File: config.mk
export PLATFORM = sky130hd
export DESIGN_NAME = ibhp_port
export DESIGN_NICKNAME = d
export VERILOG_FILES = /design/src/core/ibhp_fifo.v /design/src/core/ibhp_port.v
export VERILOG_INCLUDE_DIRS = /design/src /design/src/core
export SDC_FILE = /design/constraint.sdc
export NUM_CORES = 1
export LEC_CHECK = 0
export ABC_AREA = 1
export BUFFER_PORTS_ARGS = -buffer_cell sky130_fd_sc_hd__buf_2
export CORE_MARGIN = 2
export CORE_UTILIZATION = 35
export CTS_CLUSTER_DIAMETER = 40
export DETAILED_ROUTE_END_ITERATION = 10
export PLACE_DENSITY = 0.62
export SETUP_SLACK_MARGIN = 0.1
export SYNTH_ARGS = -nofsm -noshare
export SYNTH_HDL_FRONTEND = slang
export SYNTH_SLANG_ARGS = --single-unit
File: constraint.sdc
create_clock -name ref_clk -period 6.3 [get_ports ref_clk]
set_input_delay 0.315 -clock ref_clk [delete_from_list [all_inputs] [get_ports ref_clk]]
set_output_delay 0.315 -clock ref_clk [all_outputs]
set_load 0.1 [all_outputs]
File: src/core/ibhp_regs.vh
// Overview of operation
// - port is active only while the host-port select strap was sampled low.
// - commands, addresses and write data in on the byte bus; read data out on it.
// - write access is command, four address bytes MSB first, then data bytes.
// - read access is command, four address bytes MSB first, dummy byte, data bytes.
// - the first read byte after the address is a dummy; data follows.
// - write address increments by one after every data byte written.
// - read address increments by one after every data byte read.
// - device enable high ends the access; device waits for a new command.
// - device enable high abandons the access at once, even mid-byte.
// - codes 02, D2, 12, A2, 32 are write commands.
// - codes 03, 0B, 3B, BB, 6B, EB are read commands.
`ifndef IBHP_REGS_VH
`define IBHP_REGS_VH
`define IBHP_CMD_PROG_PAGE 8'h02
`define IBHP_CMD_EXT_TWO_PROG 8'hD2
`define IBHP_CMD_EXT_FOUR_PROG 8'h12
`define IBHP_CMD_TWO_IN_PROG 8'hA2
`define IBHP_CMD_FOUR_IN_PROG 8'h32
`define IBHP_CMD_READ 8'h03
`define IBHP_CMD_QUICK_FETCH 8'h0B
`define IBHP_CMD_TWO_OUT_FETCH 8'h3B
`define IBHP_CMD_TWO_IO_FETCH 8'hBB
`define IBHP_CMD_FOUR_OUT_FETCH 8'h6B
`define IBHP_CMD_FOUR_IO_FETCH 8'hEB
`define IBHP_ADDR_BYTES 3'd4
`define IBHP_FIFO_DEPTH 8
`define IBHP_FIFO_AW 3
`endif

File: src/core/ibhp_fifo.v
`timescale 1ns/1ps
module ibhp_fifo #(
   parameter WIDTH = 40,
   parameter DEPTH = 8,
   parameter AW = 3
)
(
   // clock and reset
   input wire ref_clk,
   input wire reset_n,
   // flush
   input wire flush,
   // fill side
   input wire in_valid,
   output wire in_ready,
   input wire [WIDTH-1:0] in_data,
   // drain side
   output reg out_valid,
   input wire out_ready,
   output reg [WIDTH-1:0] out_data
);
   reg [WIDTH-1:0] mem [0:DEPTH-1];
   reg [AW:0] wr_ptr;
   reg [AW:0] rd_ptr;
   wire [AW:0] count;
   wire empty;
   wire pop;
   wire push;
   assign count = wr_ptr - rd_ptr;
   assign empty = (count == {(AW+1){1'b0}});
   assign in_ready = (count != DEPTH[AW:0]) || (DEPTH == (1 << AW) && !count[AW]);
   assign push = in_valid && in_ready;
   // registered read stage; refilled whenever it is empty or taken
   assign pop = !empty && (!out_valid || out_ready);
   always @(posedge ref_clk)
   begin
      if (push)
         mem[wr_ptr[AW-1:0]] <= in_data;
   end
   always @(posedge ref_clk)
   begin
      if (!reset_n || flush)
      begin
         wr_ptr <= {(AW+1){1'b0}};
         rd_ptr <= {(AW+1){1'b0}};
         out_valid <= 1'b0;
         out_data <= {WIDTH{1'b0}};
      end
      else
      begin
         if (push)
            wr_ptr <= wr_ptr + 1'b1;
         if (pop)
         begin
            rd_ptr <= rd_ptr + 1'b1;
            out_data <= mem[rd_ptr[AW-1:0]];
            out_valid <= 1'b1;
         end
         else if (out_ready)
            out_valid <= 1'b0;
      end
   end
endmodule

File: src/core/ibhp_port.v
`timescale 1ns/1ps
`include "ibhp_regs.vh"
module ibhp_port #(
   parameter ADDR_W = 32,
   parameter DEPTH = `IBHP_FIFO_DEPTH,
   parameter AW = `IBHP_FIFO_AW
)
(
   // clock and reset
   input wire ref_clk,
   input wire reset_n,
   // strap
   input wire host_port_select_strap,
   // host pins
   input wire device_enable_n,
   input wire cycle_select_n,
   input wire write_strobe_n,
   input wire read_strobe_n,
   input wire [7:0] data_in,
   output reg [7:0] data_out,
   output reg data_oe,
   // memory write stream
   output wire mem_wr_valid,
   input wire mem_wr_ready,
   output wire [ADDR_W-1:0] mem_wr_addr,
   output wire [7:0] mem_wr_data,
   // memory read request and answer
   output reg mem_rd_req,
   output reg [ADDR_W-1:0] mem_rd_addr,
   input wire mem_rd_valid,
   input wire [7:0] mem_rd_data,
   // status
   output reg parallel_selected,
   output wire write_overrun
);
   localparam S_IDLE = 6'b000001;
   localparam S_CMD = 6'b000010;
   localparam S_ADDR = 6'b000100;
   localparam S_WDATA = 6'b001000;
   localparam S_RDATA = 6'b010000;
   localparam S_SKIP = 6'b100000;

   // three-stage synchronisers on the enable and strobe pins; two stages on the data bus
   reg [2:0] de_s;
   reg [2:0] wr_s;
   reg [2:0] rd_s;
   reg [7:0] d_s1;
   reg [7:0] d_s2;
   reg [2:0] strap_s;
   reg strap_done;
   reg [5:0] state;
   reg [5:0] next_state;
   reg is_read;
   reg [2:0] addr_cnt;
   reg [ADDR_W-1:0] addr;
   reg dummy_pending;
   wire de_act;
   wire wr_act;
   wire wr_act_d;
   wire rd_act;
   wire rd_act_d;
   wire wr_rise;
   wire rd_fall;
   wire rd_rise;
   wire is_wr_cmd;
   wire is_rd_cmd;
   wire fifo_ready;

   // the enable level counts only when stages two and three agree
   assign de_act = parallel_selected && !de_s[1] && !de_s[2];
   assign wr_act = !wr_s[1];
   assign wr_act_d = !wr_s[2];
   assign rd_act = !rd_s[1];
   assign rd_act_d = !rd_s[2];
   // byte is taken at the trailing edge of the write strobe
   assign wr_rise = de_act && !wr_act && wr_act_d;
   assign rd_fall = de_act && rd_act && !rd_act_d;
   assign rd_rise = de_act && !rd_act && rd_act_d;

   always @(posedge ref_clk)
   begin
      if (!reset_n)
      begin
         de_s <= 3'b111;
         wr_s <= 3'b111;
         rd_s <= 3'b111;
         d_s1 <= 8'h00;
         d_s2 <= 8'h00;
      end
      else
      begin
         de_s <= {de_s[1:0], device_enable_n};
         // cycle select gates both strobes
         wr_s <= {wr_s[1:0], write_strobe_n | cycle_select_n};
         rd_s <= {rd_s[1:0], read_strobe_n | cycle_select_n};
         d_s1 <= data_in;
         d_s2 <= d_s1;
      end
   end

   // strap synchroniser runs through reset so it has settled by release
   always @(posedge ref_clk)
   begin
      strap_s <= {strap_s[1:0], host_port_select_strap};
   end

   // strap caught once after reset release, when stages two and three agree
   always @(posedge ref_clk)
   begin
      if (!reset_n)
      begin
         strap_done <= 1'b0;
         parallel_selected <= 1'b0;
      end
      else if (!strap_done && (strap_s[1] == strap_s[2]))
      begin
         strap_done <= 1'b1;
         parallel_selected <= !strap_s[2];
      end
   end

   assign is_wr_cmd = (d_s2 == `IBHP_CMD_PROG_PAGE) || (d_s2 == `IBHP_CMD_EXT_TWO_PROG) ||
      (d_s2 == `IBHP_CMD_EXT_FOUR_PROG) || (d_s2 == `IBHP_CMD_TWO_IN_PROG) ||
      (d_s2 == `IBHP_CMD_FOUR_IN_PROG);
   assign is_rd_cmd = (d_s2 == `IBHP_CMD_READ) || (d_s2 == `IBHP_CMD_QUICK_FETCH) ||
      (d_s2 == `IBHP_CMD_TWO_OUT_FETCH) || (d_s2 == `IBHP_CMD_TWO_IO_FETCH) ||
      (d_s2 == `IBHP_CMD_FOUR_OUT_FETCH) || (d_s2 == `IBHP_CMD_FOUR_IO_FETCH);

   always @*
   begin
      next_state = state;
      case (state)
         S_IDLE:
            if (de_act)
               next_state = S_CMD;
         S_CMD:
            if (wr_rise)
               next_state = (is_wr_cmd || is_rd_cmd) ? S_ADDR : S_SKIP;
         S_ADDR:
            if (wr_rise && addr_cnt == `IBHP_ADDR_BYTES - 3'd1)
               next_state = is_read ? S_RDATA : S_WDATA;
         S_WDATA:
            next_state = S_WDATA;
         S_RDATA:
            next_state = S_RDATA;
         S_SKIP:
            next_state = S_SKIP;
         default:
            next_state = S_IDLE;
      endcase
      if (!de_act)
         next_state = S_IDLE;
   end

   // write bytes queue up with their address; the memory side may stall
   ibhp_fifo #(
      .WIDTH(ADDR_W + 8),
      .DEPTH(DEPTH),
      .AW(AW)
   ) u_wfifo (
      .ref_clk(ref_clk),
      .reset_n(reset_n),
      .flush(1'b0),
      .in_valid(state == S_WDATA && wr_rise),
      .in_ready(fifo_ready),
      .in_data({addr, d_s2}),
      .out_valid(mem_wr_valid),
      .out_ready(mem_wr_ready),
      .out_data({mem_wr_addr, mem_wr_data})
   );
   // host has no wait pin, so a byte offered to a full queue is lost and flagged
   assign write_overrun = (state == S_WDATA) && wr_rise && !fifo_ready;

   always @(posedge ref_clk)
   begin
      if (!reset_n)
      begin
         state <= S_IDLE;
         is_read <= 1'b0;
         addr_cnt <= 3'd0;
         addr <= {ADDR_W{1'b0}};
         dummy_pending <= 1'b0;
         mem_rd_req <= 1'b0;
         mem_rd_addr <= {ADDR_W{1'b0}};
         data_out <= 8'h00;
         data_oe <= 1'b0;
      end
      else
      begin
         state <= next_state;
         mem_rd_req <= 1'b0;
         if (state == S_CMD && wr_rise)
         begin
            is_read <= is_rd_cmd;
            addr_cnt <= 3'd0;
         end
         if (state == S_ADDR && wr_rise)
         begin
            addr <= {addr[ADDR_W-9:0], d_s2};
            addr_cnt <= addr_cnt + 3'd1;
            if (addr_cnt == `IBHP_ADDR_BYTES - 3'd1)
            begin
               dummy_pending <= 1'b1;
               // prefetch the first byte during the dummy cycle
               mem_rd_req <= is_read;
               mem_rd_addr <= {addr[ADDR_W-9:0], d_s2};
            end
         end
         if (state == S_WDATA && wr_rise && fifo_ready)
            addr <= addr + 1'b1;
         if (state == S_RDATA && rd_fall)
            data_oe <= 1'b1;
         if (state == S_RDATA && rd_rise)
         begin
            data_oe <= 1'b0;
            if (dummy_pending)
               dummy_pending <= 1'b0;
            else
            begin
               addr <= addr + 1'b1;
               mem_rd_req <= 1'b1;
               mem_rd_addr <= addr + 1'b1;
            end
         end
         if (mem_rd_valid)
            data_out <= mem_rd_data;
         if (!de_act)
         begin
            data_oe <= 1'b0;
            dummy_pending <= 1'b0;
         end
      end
   end
endmodule

==> results of run 1 <==
==> power by group <==
group,total [mW],internal (mW),switching (mW)
sequential,3.61,3.50,0.116
clock,3.76,2.30,1.46
combinational,2.33,0.434,1.90
total,9.70,6.23,3.47
==> sequential cells by signal, indices dropped and copies added (netlist names), 3 cells and up <==
name	flops
u_wfifo.mem	320
u_wfifo.out_data	40
addr	32
mem_rd_addr	32
d_s1	8
d_s2	8
data_out	8
state	6
u_wfifo.rd_ptr	4
u_wfifo.wr_ptr	4
addr_cnt	3
de_s	3
rd_s	3
strap_s	3
wr_s	3
==> cell usage in the layout, fill, tap and decap left out, types with 3 or more instances in the layout <==
cell type	instances
a21oi_1	142
nand2_1	320
xor2_1	13
clkbuf_1	9
buf_4	23
xnor2_1	3
nand4_1	13
o21ai_0	247
nor3_1	47
bufinv_16	3
nand3b_1	22
o21ai_1	8
ha_1	8
nor2_4	4
inv_2	6
clkinv_4	5
clkinv_2	6
buf_2	108
nor2_1	514
nand3_2	3
edfxtp_1	320
nor2_2	5
dfxtp_1	161
inv_6	10
inv_8	3
inv_1	92
clkbuf_16	71
clkinv_8	3
clkbuf_8	7
or2_2	6
nand2_2	5
nand3_1	51
dlygate4sd3_1	22
clkinvlp_4	5
nor3_2	8
==> critical path: cells and delay by family, from the launching register on <==
kind / cells / cell delay [ns]
flip-flops: 1 / 1.07
buffers and inverters: 4 / 1.11
adder cells (fa/ha/maj): 1 / 0.60
AND/OR/NAND/NOR: 6 / 1.15
==> final cells by class <==
class | count | area, um2 | area share
inverter | 99 | 372.9 | 0.01560
clock inverter | 35 | 370.4 | 0.01549
tap | 765 | 957.2 | 0.04004
timing repair buffer | 153 | 933.4 | 0.03905
sequential | 484 | 12900 | 0.5396
multi-input combinational | 1432 | 6460 | 0.2702
antenna | 2 | 5.005 | 0.0002094
clock buffer | 87 | 1907 | 0.07977
==> metrics by stage <==
step | setup slack (ns) | power, mW
after floorplan | 1.082 | 5.476
after global placement | 2.037 | 6.008
after detailed placement | 1.971 | 6.027
after CTS | 1.920 | 9.791
after global routing | 1.664 | 10.09
final | 1.938 | 9.704
==> per-layer routing <==
metal / vias up / track usage / share of wire
met3: 99 / 0.03117 / 0.065
met4: 0 / 0.05864 / 0.024
met2: 539 / 0.2966 / 0.47
met1: 7156 / 0.2377 / 0.44
met5: - / 0 / 0
li1: 7412 / - / -
==> final timing paths <==
check | startpoint | to | cells after the start
setup reg to reg | u_wfifo.rd_ptr[1] | u_wfifo.mem[7][18] | 11
hold reg to reg | strap_s[0] | strap_s[1] | 0
hold / removal | mem_wr_ready | u_wfifo.out_valid | 4
setup / recovery | u_wfifo.rd_ptr[1] | u_wfifo.mem[7][18] | 11
==> logic make-up (layout without fill, tap and decap cells) <==
group	Yosys count	after routing	share of synthesized area
XOR/XNOR	16	16	0.006943
other	0	2	0
buffers and inverters	213	374	0.04327
flip-flops	484	484	0.6387
adder cells (fa/ha/maj)	9	9	0.005951
AO/OA/AOI/OAI	407	407	0.1020
AND/OR/NAND/NOR	1000	1000	0.2031
==> timing repair <==
item	4_1_cts	5_1_grt
buffers inserted	0	0
hold buffers	22	0
resized for setup	0	0
hold endpoints to repair	20	0
==> metrics.yaml, run 1 <==
run:
  max_cap_viol_count: 0
synth:
  ys_ff_latch: 484
  yosysTopAreaCell: "edfxtp_1"
  synth-edff-count: 320
  synth.net_count: 2163
  synth_warnings: 0
  synth_top_area_share: 0.4760
  yosysSeqAreaShare: 0.6387
  dominantRegCellSynth: "edfxtp_1"
  synth_area_leaders: "edfxtp_1 (48%), dfxtp_1 (16%), nor2_1 (9.6%)"
  yosys-top-cells-count: "nor2_1 (514), edfxtp_1 (320), nand2_1 (320)"
  syn_inst: 2129
  async_flop_share: 0
  yosysMostFrequentCell: "nor2_1"
  yosysUniqueCellTypes: 35
  synth_area_um2: 20190
  syn_area_per_cell_um2: 9.481
layout:
  drive_above_1_share: 0.1245
  syn_to_final_growth_pct: 18.42
  instances_no_fill: 3057
  fill_cells: 5425
  fin_nets: 2270
  post-route-util: 0.4167
  stdcell_area_um2: 23900
critical_path:
  r2r_setup_slack_ns: 1.94
  path_cells: "inv_1 > fa_1 > inv_1 > nand2_1 > nor2_1 > nand3_2 > nand2_4 > inv_2 > nand2_1 > nor3_2 > buf_4"
  crit_path_max_incr_delay_ns: 1.07
  crit_path_end_kind: "register"
  start_kind: "register"
  worstPathArrival_ns: 4.57
  critical_path.max_fanout: 44
  cpMaxStageDelayCell: "dfxtp_2"
  cp_data_required_time_ns: 6.50
  path_class: "reg2reg"
pwr:
  cellPowerDensity_nw_per_um2: 405.9
  leakage_nw: 8.556
  irDropWorstVdd_mv: 0.3174
floorplan:
  initial_core_util: 0.3519
  die-height_um: 244.2
  die_area_um2: 59610
  rows: 88
  pin_count: 110
  core_area_um2: 57370
  die-width_um: 244.2
global_route:
  grt_pass1_wl_mm: 83.17
  grt_pass1_vias: 14780
  grt_start_max_net_pins: 89
  antenna_found_initial: 1
  overflow: 0
  grt_usage: 0.1790
hold_path:
  worstHoldPathType: "in2reg"
place:
  portBuffers: 109
  place_area_um2: 21400
  detailed_place_hpwl_mm: 31.66
  gp_congestion: 0.8898
  dp_cells: 2911
clock_network:
  clock-sinks: 484
  clockBufferDepth: 3
  cts_tree: "done"
  clk_pin_slew_ns: 0.05
  cts_buffers: 66
  cts_max_level: 3
  clkLatencyLatePin_ns: 0.59
  cts_root_buf: "clkbuf_16"
detailed_routing:
  first_iter_violations: 1282
  post_drt_wl_per_cell_um: 17.66
  routed_wl_mm: 53.99
  routed_via_density: 4.974
  vias: 15210
  drt-pass1-iter-count: 6
  ant_nets: 0
  drc: 0
timing:
  slew_headroom: 0.2300
  rsz0062_at_grt: "no"
  finalHoldViolCount: 0
  worstMarginPinSlew_ns: 1.154
  setup_violations: 0
  finalMaxSlewViolations: 0
  timing.final.crit_share: 0.6924
  hold-worst-slack_ns: 0.09073
  layout_min_cycle_time_ns: 4.362
  skew_ns: 0.02884
  finalSetupTns_ns: 0
  max_freq_mhz: 229.2
run_status:
  run_status: "complete, no violations"
Power figures use the tool's default switching activity.
==> run 2: changes to the inputs <==
PLACE_DENSITY = 0.63   (was 0.62)
clock period = 3.9 ns   (was 6.3 ns; I/O delays follow)
==> metrics.yaml, run 2 (synthesis gave the netlist of run 1 again) <==
run_status:
  run_status: "complete, no violations"
clock_network:
  cts_buffers: 74  # +12%
  clkLatencyLatePin_ns: 0.60  # about the same
  cts_root_buf: "clkbuf_16"
  clock-sinks: 484  # unchanged
  clk_pin_slew_ns: 0.06  # about the same
  cts_max_level: 3  # unchanged
  cts_tree: "done"
  clockBufferDepth: 3  # unchanged
  post_cts_buffers: 0  # unchanged
detailed_routing:
  routed_wl_mm: 55.44  # +2.7%
  ant_nets: 0  # unchanged
  vias: 15640  # +2.8%
  drt-pass1-iter-count: 5  # -1
  routed_via_density: 5.057  # +1.7%
  first_iter_violations: 1344  # +4.8%
  post_drt_wl_per_cell_um: 17.93  # +1.5%
  drc: 0  # unchanged
floorplan:
  die-height_um: 244.2  # unchanged
  initial_core_util: 0.3519  # unchanged
  rows: 88  # unchanged
  die_area_um2: 59610  # unchanged
  die-width_um: 244.2  # unchanged
  pin_count: 110  # unchanged
  core_area_um2: 57370  # unchanged
hold_path:
  worstHoldPathType: "in2reg"
  worstHoldPathCells: 4  # unchanged
  hold_path_end: "u_wfifo.out_data[2]"
  worstHoldStart: "reset_n"
global_route:
  grt-busiest-layer: "met2"
  grt_pass1_wl_mm: 86.44  # +3.9%
  grt_pass1_vias: 15140  # +2.4%
  grt_start_max_net_pins: 125  # +40%
  antenna_found_initial: 1  # unchanged
  grt_usage: 0.1857  # +0.006730
  groute.layer.met2.usage: 0.2966  # unchanged
  grt_util_met3: 0.03589  # +0.004719
  gr-usage-met1: 0.2520  # +0.01424
  overflow: 0  # unchanged
pwr:
  irDropWorstVdd_mv: 0.3261  # +2.7%
  leakage_nw: 8.807  # +2.9%
  cellPowerDensity_nw_per_um2: 664.1  # +64%
critical_path:
  path_class: "reg2out"
  worstPathArrival_ns: 2.99  # -1.58 ns
  worstReg2RegEnd: "u_wfifo.mem[5][7]"
  crit_path_end_kind: "output pin"
  rr_worst_depth: 9  # -2
  r2r_setup_slack_ns: 0.78  # -1.16 ns
  start_kind: "register"
  critical_path.max_fanout: 9  # -80%
  crit-reg2reg-launch: "u_wfifo.wr_ptr[2]"
  cp_data_required_time_ns: 3.70  # -2.80 ns
timing:
  rsz0062_at_grt: "no"
  finalHoldViolCount: 0  # unchanged
  worstMarginPinSlew_ns: 1.178  # +0.02383 ns
  layout_min_cycle_time_ns: 3.187
  setup_violations: 0  # unchanged
  timing.final.crit_share: 0.8172
  slew_headroom: 0.2150  # -0.01506
  finalSetupTns_ns: 0  # unchanged
  max_freq_mhz: 313.8
  hold-worst-slack_ns: 0.2065  # +0.1158 ns
  skew_ns: 0.01915  # -0.009688 ns
  finalMaxSlewViolations: 0  # unchanged
layout:
  largest_reg_flops: 320  # unchanged
  fin_nets: 2297  # +1.2%
  drive_above_1_share: 0.1330  # +0.008506
  multi_input_area_um2: 6510  # +0.77%
  fill_cells: 5371  # -1.0%
  final_common_cell: "nor2_1"
  final_cell_mix: "nor2_1 (514), nand2_1 (320), edfxtp_1 (320)"
  post-route-util: 0.4265  # +0.009771
  syn_to_final_growth_pct: 21.20
  instances_no_fill: 3092  # +1.1%
  area.sequential_um2: 12900  # unchanged
  stdcell_area_um2: 24460  # +2.3%
place:
  place_area_um2: 21650  # +1.2%
  detailed_place_hpwl_mm: 31.08  # -1.8%
  portBuffers: 109  # unchanged
  gp_congestion: 0.8869  # -0.33%
  dp_cells: 2921  # +0.34%
run:
  max_cap_viol_count: 0  # unchanged
run 2: cell count changes in the layout (fill, tap and decap cells not counted), sizes merged, moves of 2 or more:
cell,delta
clkinvlp,+2
inv,+3
dlygate4sd3,+9
clkbuf,+2
clkinv,+8
buf,+10
run 2: stage by stage:
stage	power, mW	setup slack, ns
6_report	16.25	0.7130
4_1_cts	16.37	0.6852
2_1_floorplan	8.846	-0.1371
5_1_grt	16.91	0.5452
3_5_place_dp	9.806	0.8060
3_3_place_gp	9.780	0.8975
run 2: worst max-delay path, cell delays in order, from the launching register on:
cell and delay (ns):
dfxtp_1 0.69, fa_1 0.51, inv_1 0.06, nand2_1 0.05
nor2_1 0.17, nand3_2 0.13, buf_4 0.20, nor3_1 0.34
buf_12 0.23
run 2: what timing repair did:
action,CTS,global route
endpoints found under the hold margin,21,0
hold buffers,31,0
gates resized for setup,0,0
run 2: where the power goes:
group          total (mW)  switching, mW  internal, mW
registers            5.79          0.138          5.65
clock network        6.53           2.60          3.94
logic                3.93           3.18         0.745
run 2: worst max-delay path by stage:
stage,start,to,depth (start not counted)
after global routing,u_wfifo.wr_ptr[2],u_wfifo.mem[5][7],9
after detailed placement,u_wfifo.wr_ptr[2],u_wfifo.mem[5][7],9
final,u_wfifo.wr_ptr[1],write_overrun,8
after CTS,u_wfifo.wr_ptr[1],write_overrun,8
after floorplan,u_wfifo.rd_ptr[1],u_wfifo.mem[0][0],12
after global placement,u_wfifo.wr_ptr[2],u_wfifo.mem[5][14],9
run 2: area by class of cell:
| cell class | instances | share of cell area |
|---|---|---|
| Clock inverter | 48 | 0.02097 |
| Antenna cell | 3 | 0.0003069 |
| Clock buffer | 89 | 0.08091 |
| Inverter | 99 | 0.01524 |
| Multi-Input combinational cell | 1432 | 0.2661 |
| Timing Repair Buffer | 172 | 0.05012 |
| Tap cell | 765 | 0.03912 |
| Sequential cell | 484 | 0.5272 |
run 2: routing by layer:
metal	up-vias	wire length (um)
li1	7489	-
met1	7413	24520
met2	616	25420
met3	119	3940
met4	0	1564
met5	-	0
